[config.mk]
export PLATFORM = sky130hd
export DESIGN_NAME = psch_top
export DESIGN_NICKNAME = d
export VERILOG_FILES = /design/src/rtl/psch_pkg.sv /design/src/rtl/psch_tick_div.sv /design/src/rtl/psch_timer.sv /design/src/rtl/psch_top.sv
export VERILOG_INCLUDE_DIRS = /design/src /design/src/rtl
export SDC_FILE = /design/constraint.sdc
export NUM_CORES = 2
export LEC_CHECK = 0
export BUFFER_PORTS_ARGS = -buffer_cell sky130_fd_sc_hd__buf_2
export CAP_MARGIN = 15
export CELL_PAD_IN_SITES_DETAIL_PLACEMENT = 1
export CELL_PAD_IN_SITES_GLOBAL_PLACEMENT = 2
export CORE_MARGIN = 5
export CORE_UTILIZATION = 42
export DETAILED_ROUTE_END_ITERATION = 8
export GPL_TIMING_DRIVEN = 0
export PLACE_DENSITY = 0.82
export REMOVE_ABC_BUFFERS = 1
export SLEW_MARGIN = 20
export SYNTH_ARGS = -nofsm -noshare
export SYNTH_HDL_FRONTEND = slang
export SYNTH_SLANG_ARGS = --single-unit
export TNS_END_PERCENT = 30
[constraint.sdc]
create_clock -name CORE_CLK -period 8 [get_ports CORE_CLK]
set_input_delay 0.8 -clock CORE_CLK [delete_from_list [all_inputs] [get_ports CORE_CLK]]
set_output_delay 0.8 -clock CORE_CLK [all_outputs]
set_load 0.05 [all_outputs]
[src/rtl/psch_consts.svh]
// Constants of the port injection pulse scheduler
`ifndef PSCH_CONSTS_SVH
`define PSCH_CONSTS_SVH
`define PSCH_CLK_MHZ 100
`define PSCH_TICK_US 10
`define PSCH_TICK_CYC (`PSCH_TICK_US * `PSCH_CLK_MHZ)
`define PSCH_CNT_W 10
`define PSCH_CH 4
`define PSCH_ANG_W 10
`define PSCH_CYCLE_DEG 10'h2d0
`define PSCH_SPD_FRAC 8
`define PSCH_MODE_BIT 0
`define PSCH_PEN_BIT 1
`define PSCH_SKIP_LSB 4
`define PSCH_SKIP_RST 8'h01
`define PSCH_G_CTRL 4'h0
`define PSCH_G_DELAY 4'h1
`define PSCH_G_DUR 4'h2
`define PSCH_G_SOI 4'h3
`define PSCH_G_TDC 4'h4
`define PSCH_G_CAD 4'h5
`define PSCH_G_STAT 4'h6
`define PSCH_R_CTRL 2'h0
`define PSCH_R_TRIG 2'h1
`define PSCH_R_LEN 2'h2
`define PSCH_R_ACT 2'h3
`define PSCH_R_CAM_PHASE_INPUT_ONE 2'h0
`define PSCH_R_CAM_PHASE_INPUT_TWO 2'h1
`define PSCH_R_STAT 2'h2
`define PSCH_OKAY 2'h0
`define PSCH_SLVERR 2'h2
`endif

[src/rtl/psch_pkg.sv]
// Types of the port injection pulse scheduler
package psch_pkg;
  typedef enum logic [1:0] {TMR_IDLE, TMR_DELAY, TMR_PULSE} psch_tmr_state_t;
  typedef struct packed {
    logic [9:0] cnt;
    logic tick;
  } psch_div_t;
  typedef struct packed {
    psch_tmr_state_t st;
    logic [15:0] cnt;
    logic [15:0] dur;
    logic en;
    logic cmd;
  } psch_tmr_t;
  typedef struct packed {
    logic aw_got;
    logic w_got;
    logic [7:0] awaddr;
    logic [31:0] wdata;
    logic [3:0] wstrb;
    logic awready;
    logic wready;
    logic bvalid;
    logic [1:0] bresp;
    logic arready;
    logic rvalid;
    logic [1:0] rresp;
    logic [31:0] rdata;
    logic mode;
    logic pen;
    logic [3:0] skip_en;
    logic [7:0] skip_len;
    logic [7:0] skip_act;
    logic [3:0][15:0] delay;
    logic [3:0][15:0] dur;
    logic [3:0][9:0] injection_start_point;
    logic [3:0][9:0] tdc;
    logic [1:0][9:0] cam_cap;
    logic [1:0] cam_s1;
    logic [1:0] cam_s2;
    logic [1:0] cam_prev;
    logic [9:0] prev_ang;
    logic [3:0][7:0] skip_cnt;
    logic [3:0] skip_en_prev;
    logic [3:0] pend;
    logic [3:0] cmd;
  } psch_top_t;
endpackage : psch_pkg

[src/rtl/psch_tick_div.sv]
// Time base divider giving one tick per time unit
`timescale 1ns/1ps
`default_nettype none
`include "psch_consts.svh"
module psch_tick_div
  import psch_pkg::*;
(
  input wire logic clk,
  input wire logic arst_n,
  output logic tick
);
  psch_div_t q, d;

  always_comb
  begin
    d = q;
    d.tick = 1'b0;
    if (q.cnt == 10'(`PSCH_TICK_CYC - 1))
    begin
      d.cnt = '0;
      d.tick = 1'b1;
    end
    else
      d.cnt = q.cnt + 10'h001;
  end

  always_ff @(posedge clk or negedge arst_n)
  begin
    if (!arst_n)
      q <= '0;
    else
      q <= d;
  end

  assign tick = q.tick;
endmodule : psch_tick_div
`default_nettype wire

[src/rtl/psch_timer.sv]
// One channel pulse timer: delay, then duration, with masking
`timescale 1ns/1ps
`default_nettype none
`include "psch_consts.svh"
module psch_timer
  import psch_pkg::*;
(
  input wire logic clk,
  input wire logic arst_n,
  input wire logic tick,
  input wire logic start,
  input wire logic [15:0] delay,
  input wire logic [15:0] dur,
  input wire logic fire_en,
  output logic cmd,
  output logic busy
);
  psch_tmr_t q, d;

  always_comb
  begin
    d = q;
    unique case (q.st)
      TMR_IDLE:
        if (start)
        begin
          d.dur = dur;
          d.en = fire_en;
          if (delay != 16'h0000)
          begin
            d.st = TMR_DELAY;
            d.cnt = delay;
          end
          else if (dur != 16'h0000)
          begin
            d.st = TMR_PULSE;
            d.cnt = dur;
          end
        end
      TMR_DELAY:
        if (tick)
        begin
          d.cnt = q.cnt - 16'h0001;
          if (q.cnt == 16'h0001)
          begin
            d.st = (q.dur != 16'h0000) ? TMR_PULSE : TMR_IDLE;
            d.cnt = q.dur;
          end
        end
      TMR_PULSE:
        if (tick)
        begin
          d.cnt = q.cnt - 16'h0001;
          if (q.cnt == 16'h0001)
            d.st = TMR_IDLE;
        end
    endcase
    d.cmd = (d.st == TMR_PULSE) && d.en;
  end

  always_ff @(posedge clk or negedge arst_n)
  begin
    if (!arst_n)
      q <= '0;
    else
      q <= d;
  end

  assign cmd = q.cmd;
  assign busy = (q.st != TMR_IDLE);
endmodule : psch_timer
`default_nettype wire

[src/rtl/psch_top.sv]
// Port injection pulse scheduler with AXI4-Lite registers
//
// Local design decisions: the register offsets and the AXI4-Lite register port.
`timescale 1ns/1ps
`default_nettype none
`include "psch_consts.svh"
module psch_top
  import psch_pkg::*;
(
  input wire logic CORE_CLK,
  input wire logic ARST_N,
  input wire logic [7:0] S_AXI_AWADDR,
  input wire logic S_AXI_AWVALID,
  output logic S_AXI_AWREADY,
  input wire logic [31:0] S_AXI_WDATA,
  input wire logic [3:0] S_AXI_WSTRB,
  input wire logic S_AXI_WVALID,
  output logic S_AXI_WREADY,
  output logic [1:0] S_AXI_BRESP,
  output logic S_AXI_BVALID,
  input wire logic S_AXI_BREADY,
  input wire logic [7:0] S_AXI_ARADDR,
  input wire logic S_AXI_ARVALID,
  output logic S_AXI_ARREADY,
  output logic [31:0] S_AXI_RDATA,
  output logic [1:0] S_AXI_RRESP,
  output logic S_AXI_RVALID,
  input wire logic S_AXI_RREADY,
  input wire logic [9:0] CRANK_ANGLE,
  input wire logic CRANK_VALID,
  input wire logic [15:0] ENGINE_SPEED,
  input wire logic CAM_PHASE_INPUT_ONE,
  input wire logic CAM_PHASE_INPUT_TWO,
  output logic [3:0] INJ_CMD
);
  psch_top_t q, d;
  logic tick;
  logic [3:0] start_p;
  logic [3:0] fire_en;
  logic [3:0] busy;
  logic [3:0] tcmd;
  logic [3:0] crank_fire;
  logic [3:0] launch;
  logic new_cycle;
  logic [1:0] cam_rise;

  function automatic logic [31:0] merge(input logic [31:0] old, input logic [31:0] nw,
                                        input logic [3:0] strb);
    logic [31:0] r;
    r = old;
    for (int b = 0; b < 4; b++)
      if (strb[b])
        r[b*8 +: 8] = nw[b*8 +: 8];
    return r;
  endfunction : merge

  // Target angle in the cycle: reference minus advance, wrapped
  function automatic logic [9:0] fire_ang(input logic [9:0] tdc, input logic [9:0] injection_start_point);
    if (injection_start_point > tdc)
      return 10'(tdc + `PSCH_CYCLE_DEG - injection_start_point);
    else
      return 10'(tdc - injection_start_point);
  endfunction : fire_ang

  // Angle steps may skip values at speed, so test a crossing, not equality
  function automatic logic crossed(input logic [9:0] prev, input logic [9:0] cur,
                                   input logic [9:0] tgt);
    if (cur >= prev)
      return (tgt > prev) && (tgt <= cur);
    else
      return (tgt > prev) || (tgt <= cur);
  endfunction : crossed

  function automatic logic [15:0] cad(input logic [15:0] dur, input logic [15:0] spd);
    logic [31:0] p;
    p = dur * spd;
    return p[`PSCH_SPD_FRAC +: 16];
  endfunction : cad

  psch_tick_div u_div (
    .clk(CORE_CLK),
    .arst_n(ARST_N),
    .tick(tick)
  );

  for (genvar c = 0; c < `PSCH_CH; c++)
  begin : g_ch
    psch_timer u_tmr (
      .clk(CORE_CLK),
      .arst_n(ARST_N),
      .tick(tick),
      .start(start_p[c]),
      .delay(q.mode ? 16'h0000 : q.delay[c]),
      .dur(q.dur[c]),
      .fire_en(fire_en[c]),
      .cmd(tcmd[c]),
      .busy(busy[c])
    );
  end

  always_comb
  begin
    logic [3:0] trig;
    logic [3:0] g;
    logic [1:0] r;
    logic [31:0] m;
    trig = '0;
    g = '0;
    r = '0;
    m = '0;
    d = q;
    d.cam_s1 = {CAM_PHASE_INPUT_TWO, CAM_PHASE_INPUT_ONE};
    d.cam_s2 = q.cam_s1;
    d.cam_prev = q.cam_s2;
    cam_rise = q.cam_s2 & ~q.cam_prev;
    for (int k = 0; k < 2; k++)
      if (cam_rise[k])
        d.cam_cap[k] = CRANK_ANGLE;
    if (CRANK_VALID)
      d.prev_ang = CRANK_ANGLE;
    new_cycle = CRANK_VALID && (CRANK_ANGLE < q.prev_ang);
    for (int c = 0; c < `PSCH_CH; c++)
      fire_en[c] = q.pen && (!(q.skip_en[c] && q.mode) || q.skip_act >= q.skip_len ||
                             q.skip_cnt[c] < q.skip_act);

    // Write channels may arrive in either order
    if (S_AXI_AWVALID && q.awready)
    begin
      d.aw_got = 1'b1;
      d.awaddr = S_AXI_AWADDR;
      d.awready = 1'b0;
    end
    if (S_AXI_WVALID && q.wready)
    begin
      d.w_got = 1'b1;
      d.wdata = S_AXI_WDATA;
      d.wstrb = S_AXI_WSTRB;
      d.wready = 1'b0;
    end
    if (q.bvalid && S_AXI_BREADY)
    begin
      d.bvalid = 1'b0;
      d.awready = 1'b1;
      d.wready = 1'b1;
    end
    if (q.aw_got && q.w_got && !q.bvalid)
    begin
      g = q.awaddr[7:4];
      r = q.awaddr[3:2];
      d.aw_got = 1'b0;
      d.w_got = 1'b0;
      d.bvalid = 1'b1;
      d.bresp = `PSCH_OKAY;
      unique case (g)
        `PSCH_G_CTRL:
          unique case (r)
            `PSCH_R_CTRL:
            begin
              m = merge({24'h0, q.skip_en, 2'h0, q.pen, q.mode}, q.wdata, q.wstrb);
              d.mode = m[`PSCH_MODE_BIT];
              d.pen = m[`PSCH_PEN_BIT];
              d.skip_en = m[`PSCH_SKIP_LSB +: 4];
            end
            `PSCH_R_TRIG:
              trig = q.wstrb[0] ? q.wdata[3:0] : 4'h0;
            `PSCH_R_LEN:
              if (q.wstrb[0])
                d.skip_len = (q.wdata[7:0] == 8'h00) ? `PSCH_SKIP_RST : q.wdata[7:0];
            `PSCH_R_ACT:
              if (q.wstrb[0])
                d.skip_act = (q.wdata[7:0] == 8'h00) ? `PSCH_SKIP_RST : q.wdata[7:0];
          endcase
        `PSCH_G_DELAY:
        begin
          m = merge({16'h0, q.delay[r]}, q.wdata, q.wstrb);
          d.delay[r] = m[15:0];
        end
        `PSCH_G_DUR:
        begin
          m = merge({16'h0, q.dur[r]}, q.wdata, q.wstrb);
          d.dur[r] = m[15:0];
        end
        `PSCH_G_SOI:
        begin
          m = merge({22'h0, q.injection_start_point[r]}, q.wdata, q.wstrb);
          d.injection_start_point[r] = m[9:0];
        end
        `PSCH_G_TDC:
        begin
          m = merge({22'h0, q.tdc[r]}, q.wdata, q.wstrb);
          d.tdc[r] = m[9:0];
        end
        `PSCH_G_CAD, `PSCH_G_STAT:
          d.bresp = (g == `PSCH_G_CAD) ? `PSCH_OKAY : `PSCH_SLVERR;
        default:
          d.bresp = `PSCH_SLVERR;
      endcase
    end

    if (q.rvalid && S_AXI_RREADY)
    begin
      d.rvalid = 1'b0;
      d.arready = 1'b1;
    end
    if (S_AXI_ARVALID && q.arready)
    begin
      g = S_AXI_ARADDR[7:4];
      r = S_AXI_ARADDR[3:2];
      d.arready = 1'b0;
      d.rvalid = 1'b1;
      d.rresp = `PSCH_OKAY;
      d.rdata = '0;
      unique case (g)
        `PSCH_G_CTRL:
          unique case (r)
            `PSCH_R_CTRL:
              d.rdata = {24'h0, q.skip_en, 2'h0, q.pen, q.mode};
            `PSCH_R_TRIG:
              d.rdata = {24'h0, q.pend, busy};
            `PSCH_R_LEN:
              d.rdata = {24'h0, q.skip_len};
            `PSCH_R_ACT:
              d.rdata = {24'h0, q.skip_act};
          endcase
        `PSCH_G_DELAY:
          d.rdata = {16'h0, q.delay[r]};
        `PSCH_G_DUR:
          d.rdata = {16'h0, q.dur[r]};
        `PSCH_G_SOI:
          d.rdata = {22'h0, q.injection_start_point[r]};
        `PSCH_G_TDC:
          d.rdata = {22'h0, q.tdc[r]};
        `PSCH_G_CAD:
          d.rdata = {16'h0, cad(q.dur[r], ENGINE_SPEED)};
        `PSCH_G_STAT:
          if (r == `PSCH_R_STAT)
            d.rdata = {24'h0, q.skip_en & fire_en, q.cmd};
          else if (r == `PSCH_R_CAM_PHASE_INPUT_TWO)
            d.rdata = {22'h0, q.cam_cap[1]};
          else if (r == `PSCH_R_CAM_PHASE_INPUT_ONE)
            d.rdata = {22'h0, q.cam_cap[0]};
          else
            d.rresp = `PSCH_SLVERR;
        default:
          d.rresp = `PSCH_SLVERR;
      endcase
    end

    for (int c = 0; c < `PSCH_CH; c++)
    begin
      crank_fire[c] = q.mode && CRANK_VALID &&
                      crossed(q.prev_ang, CRANK_ANGLE, fire_ang(q.tdc[c], q.injection_start_point[c]));
      d.skip_en_prev[c] = q.skip_en[c] && q.mode;
      // restart on enable, step per cycle
      if (!d.skip_en_prev[c])
        d.skip_cnt[c] = '0;
      else if (!q.skip_en_prev[c])
        d.skip_cnt[c] = '0;
      else if (new_cycle)
        d.skip_cnt[c] = (q.skip_cnt[c] + 8'h01 >= q.skip_len) ? 8'h00
                        : q.skip_cnt[c] + 8'h01;
      launch[c] = !q.mode && (trig[c] || q.pend[c]) && !busy[c];
      d.pend[c] = !q.mode && ((q.pend[c] && !launch[c]) || (trig[c] && !(launch[c] &&
                  !q.pend[c])));
      start_p[c] = launch[c] || (crank_fire[c] && !busy[c]);
    end
    d.cmd = tcmd;
  end

  always_ff @(posedge CORE_CLK or negedge ARST_N)
  begin
    if (!ARST_N)
    begin
      q <= '0;
      q.awready <= 1'b1;
      q.wready <= 1'b1;
      q.arready <= 1'b1;
      q.skip_len <= `PSCH_SKIP_RST;
      q.skip_act <= `PSCH_SKIP_RST;
    end
    else
      q <= d;
  end

  assign S_AXI_AWREADY = q.awready;
  assign S_AXI_WREADY = q.wready;
  assign S_AXI_BVALID = q.bvalid;
  assign S_AXI_BRESP = q.bresp;
  assign S_AXI_ARREADY = q.arready;
  assign S_AXI_RVALID = q.rvalid;
  assign S_AXI_RRESP = q.rresp;
  assign S_AXI_RDATA = q.rdata;
  assign INJ_CMD = q.cmd;
endmodule : psch_top
`default_nettype wire

==> flow_metrics.tcl <==
set metrics [dict create \
    die-area_sq_um 105000 \
    drc 0 \
    finalClockSkew_ns 0.0514 \
    clock-sinks 514 \
    worst-endpoint-arrival_ns 8.04 \
    dr.first_iter.drc_count 2563 \
    r2r_slack_ns 0.74 \
    regArea_sq_um 12900 \
    timing.hold.ws_ns 0.125 \
    synth_area_per_cell_sq_um 9.65 \
    leakagePower_nw 21.1 \
    layout.nets 4895 \
    clock_tree.buffer_depth 3 \
    hpwl_mm 109 \
    postRouteWirelength_mm 144 \
    drt.antenna.violating_nets 0 \
    die_w_um 324 \
    std_cell_rows 115 \
    num_vias 33300 \
    io_buffer_count 92 \
    cpPeakStageDelay_ns 0.73 \
    startpoint "S_AXI_ARADDR[2]" \
    drive_gt1_frac 0.136 \
    ys.flop_type "dfrtp_1" \
    ys_ff_latch 514 \
    cts_made_buffers 67 \
    hold_violations 0 \
    grt_remaining_overflow 0 \
    initial_core_util 0.422 \
    ys_top_cells_by_area "dfrtp_1, ha_1, fa_1, mux4_2, nand2_1" \
    grt_usage 0.275 \
    end_kind "register" \
    rr_worst_depth 22 \
    drt-pass1-iter-count 5 \
    fin_tns_setup_ns 0 \
    ys_warn_count 0 \
    ys_seq_area_frac 0.312 \
    synth_top_area_cell "dfrtp_1" \
    vias_per_cell 5.92 \
    grt_max_degree 92 \
    cts_root_buf "clkbuf_16" \
    die_h_um 324 \
    r2r_end "S_AXI_RDATA[15]" \
    syn_to_final_growth_pct 10.1 \
    cts_tree "built" \
    grt_pass1_vias 34900 \
    synth_edf_count 0 \
    layout_common_cells "dfrtp_1, nand2_1, inv_1, ha_1, o21ai_0" \
    nFillCells 11100 \
    antenna_found_initial 14 \
    worst_slew_pin_slew_ns 1.04 \
    multi_input_area_sq_um 25900 \
    hp-class "primary input to asynchronous set/reset pin" \
    rsz0062_at_grt "false" \
    fin_crit_ns 7.57 \
    endpoint "S_AXI_RDATA[15]" \
    maxSlewHeadroom 0.303 \
    syn_inst 4282 \
    rr_startpoint "q[168]" \
    ir_drop_mv 0.290 \
    max_freq_mhz 132 \
    clk_pin_slew_worst_paths_ns 0.06 \
    worstPathCellList "buf_12, buf_16, mux4_2, and2_1, fa_1, inv_1, fa_1, fa_1, inv_1, fa_1, fa_1, inv_1, fa_1, inv_1, ha_1, and4_1, a2111oi_1, a21oi_1, o31ai_4, o21ai_1, a21oi_2, o21ai_1, xnor2_1, o221ai_1" \
    outcome "completed" \
    synthArstFlopShare 1.00 \
    htreeDepth 3 \
    powerDensity_nw_per_um2 458 \
    post_drt_wl_per_cell_um 25.6 \
    boundaryPins 133 \
    netlist_area_sq_um 41300 \
    core_sq_um 98000 \
    setup_viol 0 \
    startpoint_type "primary input" \
    critPathKind "primary input to register" \
    slowest_stage "mux4_2" \
    gp_congestion 0.887 \
    crit_top_cell "fa_1" \
    clk-insertion-delay-late_ns 0.65 \
    final_max_slew_viol_count 0 \
    layout_commonest_cell "dfrtp_1" \
    synth_top_area_share 0.308 \
    worstPathRequired_ns 8.47 \
    cap_violations 0 \
    ys_types 86 \
    grt_pass1_wl_mm 220 \
    fin_crit_sh 0.946 \
    critPathMaxFanout 44 \
]
-- Yosys cell counts, drive strengths merged, types with 57 or more instances --
cell type,instances
clkbuf,139
mux2,163
mux2i,76
o21ai,275
a22oi,103
a21oi,227
xor2,71
mux4,116
fa,195
inv,443
nor2,217
dfrtp,509
ha,333
nand2,498
buf,89
xnor2,82
nor4,57
and2,120
-- worst max-delay path, delay by kind of cell --
kind,cells,cell delay [ns]
AO/OA/AOI/OAI,7,1.67
XOR/XNOR,1,0.18
adder cells (fa/ha/maj),7,3.32
buffers and inverters,6,0.73
multiplexers,1,0.73
AND/OR/NAND/NOR,2,0.53
-- worst min-delay path by stage --
stage,start,to,slack [ns],cells after the start
floorplan,g_ch[0].u_tmr.cmd,INJ_CMD[0],0.33,0
global placement,g_ch[0].u_tmr.cmd,INJ_CMD[0],0.33,0
detailed placement,g_ch[1].u_tmr.cmd,INJ_CMD[1],0.34,0
CTS,ARST_N,q[167],0.11,1
global route,ARST_N,q[182],0.15,1
finish,ARST_N,g_ch[1].u_tmr.q[5],0.13,1
-- what timing repair did --
item | 4_1_cts | 5_1_grt
setup buffers | 12 | 8
hold endpoints to repair | 0 | 0
endpoints found under the setup margin | 4 | 5
gates resized for setup | 1 | 6
hold buffers | 0 | 0
-- power by group --
group	total, W	switching, W	internal (W)
sequential	0.00420	0.00112	0.00308
clock	0.00312	0.00129	0.00183
combinational	0.0135	0.00810	0.00543
total	0.0208	0.0105	0.0103
-- cells by family (layout without fill, tap and decap cells) --
group	Yosys count	count (layout)	synth area share
AOI/OAI and AO/OA	885	885	0.134
xor gates and xnor gates	153	153	0.0324
adders and majority gates	528	528	0.195
buffers and inverters	671	702	0.0661
DFF	514	514	0.312
muxes	355	355	0.126
other	1	22	0.0000908
and+or+nand+nor	1175	1175	0.134
-- metal layers --
layer | global-route usage | vias to the layer above | share of wire
met3 | 0.0459 | 230 | 0.062
met1 | 0.381 | 17300 | 0.45
met2 | 0.445 | 924 | 0.46
li1 | - | 14800 | -
met4 | 0.0863 | 4 | 0.032
met5 | 0 | - | 0.00019
-- area by class of cell --
type | count | area share
multi-input cells | 3114 | 0.570
flip-flops and latches | 514 | 0.283
clock buffers | 95 | 0.0416
inverters | 443 | 0.0366
well taps | 1287 | 0.0354
repair buffers | 139 | 0.0258
clock inverters | 25 | 0.00762
diodes | 4 | 0.000220
-- state kept, by name (all words and copies together), names as in the netlist --
register	cells
g_ch.u_tmr.cmd	4
g_ch.u_tmr.q	140
q	328
S_AXI_RVALID	1
u_div.tick	1
S_AXI_RRESP	1
S_AXI_RDATA	16
S_AXI_BRESP	1
S_AXI_WREADY	1
INJ_CMD	4
u_div.q	10
S_AXI_ARREADY	1
S_AXI_BVALID	1
d	4
S_AXI_AWREADY	1
-- metrics by stage --
step / total power [W] / cells / cell area (sq um) / setup slack, ns / util
after CTS: 0.0208 / 5608 / 45400 / 0.0106 / 0.463
after global placement: 0.0170 / 5450 / 42400 / -5.39 / 0.432
after detailed placement: 0.0175 / 5476 / 43000 / -0.965 / 0.439
final: 0.0208 / 5621 / 45500 / 0.430 / 0.464
after global routing: 0.0225 / 5617 / 45500 / 0.0785 / 0.464
after floorplan: 0.0129 / 4071 / 40300 / 1.08 / -
Note: power is estimated with default switching activity, not from simulation.
